## config.mk

```make
export PLATFORM = sky130hd
export DESIGN_NAME = xpt_host
export DESIGN_NICKNAME = d
export VERILOG_FILES = /design/src/design/xpt_pkg.sv /design/src/design/xpt_host.sv /design/src/design/xpt_timer.sv
export SDC_FILE = /design/constraint.sdc
export NUM_CORES = 1
export LEC_CHECK = 0
export CORE_UTILIZATION = 52
export CTS_CLUSTER_DIAMETER = 200
export DETAILED_ROUTE_END_ITERATION = 12
export DONT_BUFFER_PORTS = 1
export HOLD_SLACK_MARGIN = 0.15
export PLACE_DENSITY_LB_ADDON = 0.05
export SETUP_SLACK_MARGIN = 0.02
export SKIP_CTS_REPAIR_TIMING = 1
export SYNTH_ARGS = -nofsm -noshare
export SYNTH_HDL_FRONTEND = slang
export SYNTH_SLANG_ARGS = --single-unit
```

## constraint.sdc

```tcl
create_clock -name clk_sys -period 2.5 [get_ports clk_sys]
set_input_delay 0.25 -clock clk_sys [delete_from_list [all_inputs] [get_ports clk_sys]]
set_output_delay 0.25 -clock clk_sys [all_outputs]
set_load 0.02 [all_outputs]
```

## src/design/xpt_pkg.sv

```systemverilog
// constants and types shared by the crosspoint host controller
package xpt_pkg;
  localparam int NUM_ROWS = 12;
  localparam int NUM_COLS = 8;
  localparam int ROW_W = 4;
  localparam int COL_W = 3;
  // timing figures in ns and derived cycle counts at the system clock rate
  localparam int CLK_PERIOD_NS = 40;
  localparam int SETUP_NS = 20;
  localparam int HOLD_NS = 20;
  localparam int STROBE_PW_NS = 30;
  localparam int RESET_PW_NS = 50;
  localparam int SETTLE_NS = 200;
  localparam int SETUP_CYC = (SETUP_NS + CLK_PERIOD_NS - 1) / CLK_PERIOD_NS;
  localparam int HOLD_CYC = (HOLD_NS + CLK_PERIOD_NS - 1) / CLK_PERIOD_NS;
  localparam int STROBE_CYC = (STROBE_PW_NS + CLK_PERIOD_NS - 1) / CLK_PERIOD_NS;
  localparam int RESET_CYC = (RESET_PW_NS + CLK_PERIOD_NS - 1) / CLK_PERIOD_NS;
  localparam int SETTLE_CYC = (SETTLE_NS + CLK_PERIOD_NS - 1) / CLK_PERIOD_NS;
  localparam int CNT_W = 4;
  // row codes 6, 7, 14 and 15 reach no row
  localparam logic [ROW_W-1:0] ROW_GAP_A = 4'h6;
  localparam logic [ROW_W-1:0] ROW_GAP_B = 4'h7;
  localparam logic [ROW_W-1:0] ROW_GAP_C = 4'he;
  localparam logic [ROW_W-1:0] ROW_GAP_D = 4'hf;
  localparam logic [ROW_W-1:0] ROW_HALF = 4'h6;
  localparam logic [ROW_W-1:0] ROW_HIGH_BASE = 4'h8;

  // pins toward the switch array
  typedef struct packed {
    logic [ROW_W-1:0] row_select;
    logic [COL_W-1:0] column_select;
    logic data;
    logic strobe;
    logic master_reset;
  } pins_t;

  // user request
  typedef struct packed {
    logic [ROW_W-1:0] row;
    logic [COL_W-1:0] col;
    logic close;
  } req_t;

  typedef enum logic [2:0] {ST_IDLE, ST_SETUP, ST_STROBE, ST_HOLD, ST_RESET, ST_SETTLE} phase_t;
endpackage

```

## src/design/xpt_host.sv

```systemverilog
// host controller that sequences the crosspoint array pins
//
// Function
// RULE_01: row codes 0-5 and 8-13 each reach one of twelve rows.
// RULE_02: unassigned row codes change nothing; host refuses them without strobing.
// RULE_03: every 3-bit column code reaches one of eight columns.
// RULE_04: close: present selects, data high, then raise strobe.
// RULE_05: open: same sequence with data low.
// RULE_06: strobe low means the array ignores address and data.
// RULE_07: selects settle for a setup time before strobe rises.
// RULE_08: data and selects held steady across and after strobe fall.
// RULE_09: master reset high opens all switches.
// RULE_10: any switch mix may be closed; each holds until addressed or reset.
// RULE_11: master reset rests low, pulses high, then returns low.
// RULE_12: each switch latches data while strobed, holds from strobe fall.
// RULE_13: reset has priority over strobe; host never strobes during reset.
`timescale 1ns/10ps
module xpt_host
  import xpt_pkg::*;
#(
  parameter int SETUP_T = SETUP_CYC,
  parameter int STROBE_T = STROBE_CYC,
  parameter int HOLD_T = HOLD_CYC,
  parameter int RESET_T = RESET_CYC,
  parameter int SETTLE_T = SETTLE_CYC
)
(
  input wire logic clk_sys,
  input wire logic resetn,
  input wire logic clk_en,
  input wire logic req_valid,
  input wire req_t req,
  input wire logic clear_all,
  output logic req_ready,
  output logic req_done,
  output logic req_refused,
  output logic clear_done,
  output pins_t pins,
  output logic [NUM_ROWS*NUM_COLS-1:0] shadow
);
  // true when a phase length fits the shared timer
  function automatic bit len_fits(input int n);
    len_fits = (n >= 1) && (n <= (1 << CNT_W));
  endfunction

  // refuse phase lengths that the timer cannot count
  if (!len_fits(SETUP_T) || !len_fits(STROBE_T) || !len_fits(HOLD_T) ||
      !len_fits(RESET_T) || !len_fits(SETTLE_T)) begin : g_bad_timing
    $error("xpt_host: phase length does not fit the timer");
  end

  typedef struct packed {
    phase_t phase;
    pins_t pins;
    logic ready;
    logic done;
    logic refused;
    logic cleared;
    logic [NUM_ROWS*NUM_COLS-1:0] shadow;
  } state_t;

  state_t s;
  state_t next_s;
  logic t_load;
  logic [CNT_W-1:0] t_val;
  logic t_done;

  // true for a row code that reaches a row
  function automatic logic row_valid(input logic [ROW_W-1:0] r);
    row_valid = !(r == ROW_GAP_A || r == ROW_GAP_B || r == ROW_GAP_C || r == ROW_GAP_D);
  endfunction

  // map a valid row code to its row number 0..11
  function automatic logic [ROW_W-1:0] row_index(input logic [ROW_W-1:0] r);
    if (r >= ROW_HIGH_BASE) begin
      row_index = r - ROW_HIGH_BASE + ROW_HALF;
    end else begin
      row_index = r;
    end
  endfunction

  // one timer serves every timed phase in turn
  xpt_timer u_timer (
    .clk_sys(clk_sys),
    .resetn(resetn),
    .clk_en(clk_en),
    .load(t_load),
    .load_val(t_val),
    .done(t_done)
  );

  // one-hot decode of the selects now standing on the pins
  logic [NUM_ROWS-1:0] row_hit;
  logic [NUM_COLS-1:0] col_hit;
  logic [NUM_ROWS*NUM_COLS-1:0] cell_hit;

  // unassigned row codes hit no row, so they can never touch the shadow
  for (genvar gr = 0; gr < NUM_ROWS; gr++) begin : g_row
    assign row_hit[gr] = row_valid(s.pins.row_select) &&
      (row_index(s.pins.row_select) == ROW_W'(gr)); // see RULE_01 RULE_02
  end

  // every column code reaches a column
  for (genvar gc = 0; gc < NUM_COLS; gc++) begin : g_col
    assign col_hit[gc] = (s.pins.column_select == COL_W'(gc)); // see RULE_03
  end

  // a crosspoint is hit when both its row and its column are
  for (genvar gr = 0; gr < NUM_ROWS; gr++) begin : g_cell_row
    for (genvar gc = 0; gc < NUM_COLS; gc++) begin : g_cell_col
      assign cell_hit[gr*NUM_COLS+gc] = row_hit[gr] && col_hit[gc];
    end
  end

  // phase sequencer
  always_comb begin
    next_s = s;
    next_s.done = 1'b0;
    next_s.refused = 1'b0;
    next_s.cleared = 1'b0;
    t_load = 1'b0;
    t_val = '0;
    unique case (s.phase)
      ST_IDLE: begin
        // a clear wins over a switch request
        if (clear_all) begin
          next_s.pins.master_reset = 1'b1; // see RULE_11
          next_s.pins.strobe = 1'b0; // see RULE_13
          next_s.ready = 1'b0;
          next_s.phase = ST_RESET;
          t_load = 1'b1;
          t_val = CNT_W'(RESET_T - 1);
        end else if (req_valid) begin
          // an unassigned row is answered at once and never reaches the pins
          if (!row_valid(req.row)) begin
            next_s.refused = 1'b1; // see RULE_02
          end else begin
            // selects and data go out first and stand for the setup time
            next_s.pins.row_select = req.row; // see RULE_01
            next_s.pins.column_select = req.col; // see RULE_03
            next_s.pins.data = req.close; // see RULE_04
            next_s.ready = 1'b0;
            next_s.phase = ST_SETUP;
            t_load = 1'b1;
            t_val = CNT_W'(SETUP_T - 1); // see RULE_07
          end
        end
      end
      ST_SETUP: begin
        // setup time has run, raise strobe
        if (t_done) begin
          next_s.pins.strobe = 1'b1; // see RULE_04
          next_s.phase = ST_STROBE;
          t_load = 1'b1;
          t_val = CNT_W'(STROBE_T - 1);
        end
      end
      ST_STROBE: begin
        // pulse width has run, drop strobe but keep data and selects
        if (t_done) begin
          next_s.pins.strobe = 1'b0; // see RULE_12
          next_s.phase = ST_HOLD;
          t_load = 1'b1;
          t_val = CNT_W'(HOLD_T - 1); // see RULE_08
        end
      end
      ST_HOLD: begin
        // hold time has run, record the new state in the shadow copy
        if (t_done) begin
          for (int k = 0; k < NUM_ROWS*NUM_COLS; k++) begin
            if (cell_hit[k]) begin
              next_s.shadow[k] = s.pins.data; // see RULE_10
            end
          end
          next_s.done = 1'b1; // see RULE_05
          next_s.ready = 1'b1;
          next_s.phase = ST_IDLE; // see RULE_06
        end
      end
      ST_RESET: begin
        // reset pulse is long enough, the array is now all open
        if (t_done) begin
          next_s.pins.master_reset = 1'b0; // see RULE_11
          next_s.shadow = '0; // see RULE_09
          next_s.phase = ST_SETTLE;
          t_load = 1'b1;
          t_val = CNT_W'(SETTLE_T - 1);
        end
      end
      ST_SETTLE: begin
        // give the array outputs time to settle before the next request
        if (t_done) begin
          next_s.cleared = 1'b1;
          next_s.ready = 1'b1;
          next_s.phase = ST_IDLE;
        end
      end
      default: begin
        next_s.phase = ST_IDLE;
      end
    endcase
  end

  // state register, frozen while clk_en is low
  always_ff @(posedge clk_sys or negedge resetn) begin
    if (!resetn) begin
      // idle and ready, every pin at rest
      s <= '0;
      s.ready <= 1'b1;
    end else if (clk_en) begin
      s <= next_s;
    end
  end

  // outputs come straight from the state register
  assign pins = s.pins;
  assign req_ready = s.ready;
  assign req_done = s.done;
  assign req_refused = s.refused;
  assign clear_done = s.cleared;
  assign shadow = s.shadow;
endmodule

```

## src/design/xpt_timer.sv

```systemverilog
// down counter that marks the end of a timed phase
`timescale 1ns/10ps
module xpt_timer
  import xpt_pkg::*;
(
  input wire logic clk_sys,
  input wire logic resetn,
  input wire logic clk_en,
  input wire logic load,
  input wire logic [CNT_W-1:0] load_val,
  output logic done
);
  typedef struct packed {
    logic [CNT_W-1:0] cnt;
  } tstate_t;
  tstate_t s;
  tstate_t next_s;

  // load wins, otherwise count down to zero
  always_comb begin
    next_s = s;
    if (load) begin
      next_s.cnt = load_val;
    end else if (s.cnt != '0) begin
      next_s.cnt = s.cnt - 1'b1;
    end
  end

  always_ff @(posedge clk_sys or negedge resetn) begin
    if (!resetn) begin
      s <= '0;
    end else if (clk_en) begin
      s <= next_s;
    end
  end

  // zero count ends the phase; done must not look at load, which the caller derives from done
  assign done = (s.cnt == '0);
endmodule

```

==> results.md <==
- Slew @ Worst Pin: 0.672 ns
- Die Y-Extent: 120 um
- Crit start category: flop
- Leak: 3.06 nW
- Sequential fraction of the synthesis area: 0.407
- Netlist cell types: 54
- Reg clk slew, reported paths: 0.06 ns
- N_diodes: 0
- VDD IR max: 0.489 mV
- Pins over their slew limit: 0
- Place WS: 0.305 ns
- Total CTS buffers: 17
- Psw: 2.80 mW
- Area of the mapped netlist: 7190 sq um
- Antenna viol nets, final: 0
- Worst setup margin: 0.249 ns
- Worst EP arrival: 2.57 ns
- Drc violations: 0
- # fillers: 1262
- Total power: 7.14 mW
- Initial DRC count: 483
- Worst setup EP type: flop
- Flop pwr share: 0.488
- Fmax achieved: 0.444 GHz
- CP required: 2.82 ns
- Synthesized flop and latch total: 117
- Clk pwr share: 0.322
- Largest net degree at the start of global routing: 118
- GRT Total Usage: 0.262
- Drt wl/cell: 21.6 um
- Vias: 5644
- Initial antenna violation count: 0
- RSZ-0062 raised after global routing: false
- Vias in the first global route: 5155
- Cells along the critical path: inv_1, ha_1, or3b_1, nor2_2, nand3_2, buf_12, o21ai_0
- Post-synth EDFFs: 0
- Worst-case clock buffer depth: 2
- Post-synth ARST share: 1.00
- Worst hold margin: -0.470 ns
- Reg2Reg Depth: 7
- MaxCap Viol Count: 0
- R2r startpoint: u_timer.s[0]
- Clock Sinks: 117
- H-Tree Depth: 4
- Port bufs: 0
- Slowest cell on the critical path: or3b_1
- Final WL: 18500 um
- Die area: 14300 sq um
- CP Class: flop to flop
- Reg2reg setup slack: 0.25 ns
- Placement Rows: 42
- Sw Share: 0.392
- Min Tclk post-route: 2.25 ns
- Boundary pin count: 123
- RD Place Congestion: 0.800
- Top FF cell, synth: dfrtp_1
- Layout area overhead: -0.122%
- PD cells: 993 nW/um^2
- Syn nets: 823
- Internal: 4.34 mW
- Total global routing overflow: 0
- Post-Synthesis Cells: 806
- NumNets Final: 685
- Clk Latency, worst-skew pair: 0.41 ns
- Root buf cell: clkbuf_16
- Clk_skew: 0.0115 ns
- Global-route wire length before repair: 29200 um
- Ys Warns: 0
- Share of cells above drive strength 1: 0.115
- Core Region: 13300 sq um
- Final worst-path cycle share: 0.900
- Status: finished with violations
- Worst-path fanout max: 96
- Hold Vio Cnt, Final: 117
- Drt first pass iters: 4
- TNS Setup: 0 ns
- RR Endpoint: shadow[68]
- Comb power frac: 0.190
- Largest stage delay on the critical path: 0.52 ns
- Dpl hpwl: 11300 um
- Worst min path class: input pin to asynchronous set/reset pin
- Die X: 120 um
- Failing checks: hold timing
- CTS tree: yes
- Final setup vio count: 0
- DR vias/cell: 6.59
- Initial core utilization: 0.539
- Slew HR: 0.552
- Avg Cell Area, Syn: 8.92 sq um
-- state kept, by name (all words and copies together), names as in the netlist --
register     cells
clear_done       1
req_ready        1
req_done         1
req_refused      1
s                3
u_timer.s        4
shadow          96
pins            10
-- layout by cell type, fill, tap and decap left out, types with 7 or more instances in the layout --
cell	Yosys	final
a211oi_1	17	17
a21oi_1	18	18
a31oi_1	70	70
buf_4	106	23
clkbuf_16	0	17
dfrtp_1	116	116
dlygate4sd3_1	0	11
mux2_4	8	8
nand2_1	69	69
nand3_1	7	7
nor2_1	25	24
o211ai_1	88	88
o21ai_0	84	84
o2bb2ai_1	19	19
o311ai_0	12	12
-- kinds of logic after synthesis --
kind of cell | count (synthesis) | synth area share
buf+inv | 201 | 0.164
mux | 8 | 0.0167
flops | 117 | 0.407
simple gates | 154 | 0.110
compound gates | 322 | 0.295
fa+ha+maj | 4 | 0.00696
-- power groups by stage --
stage	combinational (mW)	clock (mW)	sequential [mW]
after floorplan	2.21	0	2.71
final	1.36	2.30	3.48
after global routing	1.52	2.42	3.55
after CTS	1.33	2.33	3.49
after global placement	1.29	0	3.49
after detailed placement	1.34	0	3.51
-- synth_stat cells, types with 5 or more instances --
master / n / share of area
o21ai_0: 84 / 0.058
buf_4: 106 / 0.11
or3b_2: 5 / 0.0061
o311ai_0: 12 / 0.015
a211oi_1: 17 / 0.018
buf_2: 11 / 0.0077
nand3b_1: 5 / 0.0052
o2bb2ai_1: 19 / 0.023
clkbuf_1: 72 / 0.038
nor3b_1: 6 / 0.0063
nand3_1: 7 / 0.0049
nor2_1: 25 / 0.013
o211ai_1: 88 / 0.092
and2_1: 5 / 0.0043
a31oi_1: 70 / 0.061
dfrtp_1: 116 / 0.40
inv_1: 6 / 0.0031
mux2_4: 8 / 0.017
nand2_1: 69 / 0.036
a21oi_1: 18 / 0.013
-- worst max-delay path, delay by kind of cell, from the launching register on --
family / cells / cell delay [ns]
compound gates: 1 / 0.25
fa+ha+maj: 1 / 0.16
buf+inv: 2 / 0.36
flops: 1 / 0.42
simple gates: 3 / 0.91
-- layer usage --
metal | GRT usage | part of all wire | up-vias
met1 | 0.342 | 0.42 | 2790
met3 | 0.0718 | 0.070 | 32
li1 | - | - | 2614
met2 | 0.403 | 0.48 | 208
met4 | 0.121 | 0.025 | 0
met5 | 0 | 0 | -
-- worst max path at each step --
stage | endpoint | cells after the start | slack, ns | start
2_1_floorplan | shadow[68] | 9 | 0.45 | pins[7]
3_3_place_gp | shadow[33] | 7 | 0.40 | u_timer.s[0]
3_5_place_dp | shadow[29] | 7 | 0.31 | u_timer.s[0]
4_1_cts | shadow[93] | 7 | 0.29 | u_timer.s[0]
5_1_grt | shadow[34] | 7 | 0.14 | u_timer.s[0]
6_report | shadow[68] | 7 | 0.25 | u_timer.s[0]
-- through the flow --
step                      instances  area (sq um)  utilization  hold WS, ns
after floorplan                 806          7190            -      -0.0456
after global placement          814          6520        0.488      -0.0425
after detailed placement        814          6520        0.488      -0.0423
after CTS                       846          7070        0.530       -0.483
after global routing            857          7180        0.538       -0.486
final                           857          7180        0.538       -0.470
-- cell type report --
| cell class | count | area, sq um | area share |
|---|---|---|---|
| clock buffers | 23 | 478 | 0.0665 |
| well taps | 176 | 220 | 0.0307 |
| flip-flops and latches | 117 | 2930 | 0.408 |
| multi-input cells | 488 | 3090 | 0.431 |
| inverters | 6 | 22.5 | 0.00314 |
| clock inverters | 9 | 77.6 | 0.0108 |
| repair buffers | 38 | 363 | 0.0505 |
Power figures use the tool's default switching activity.
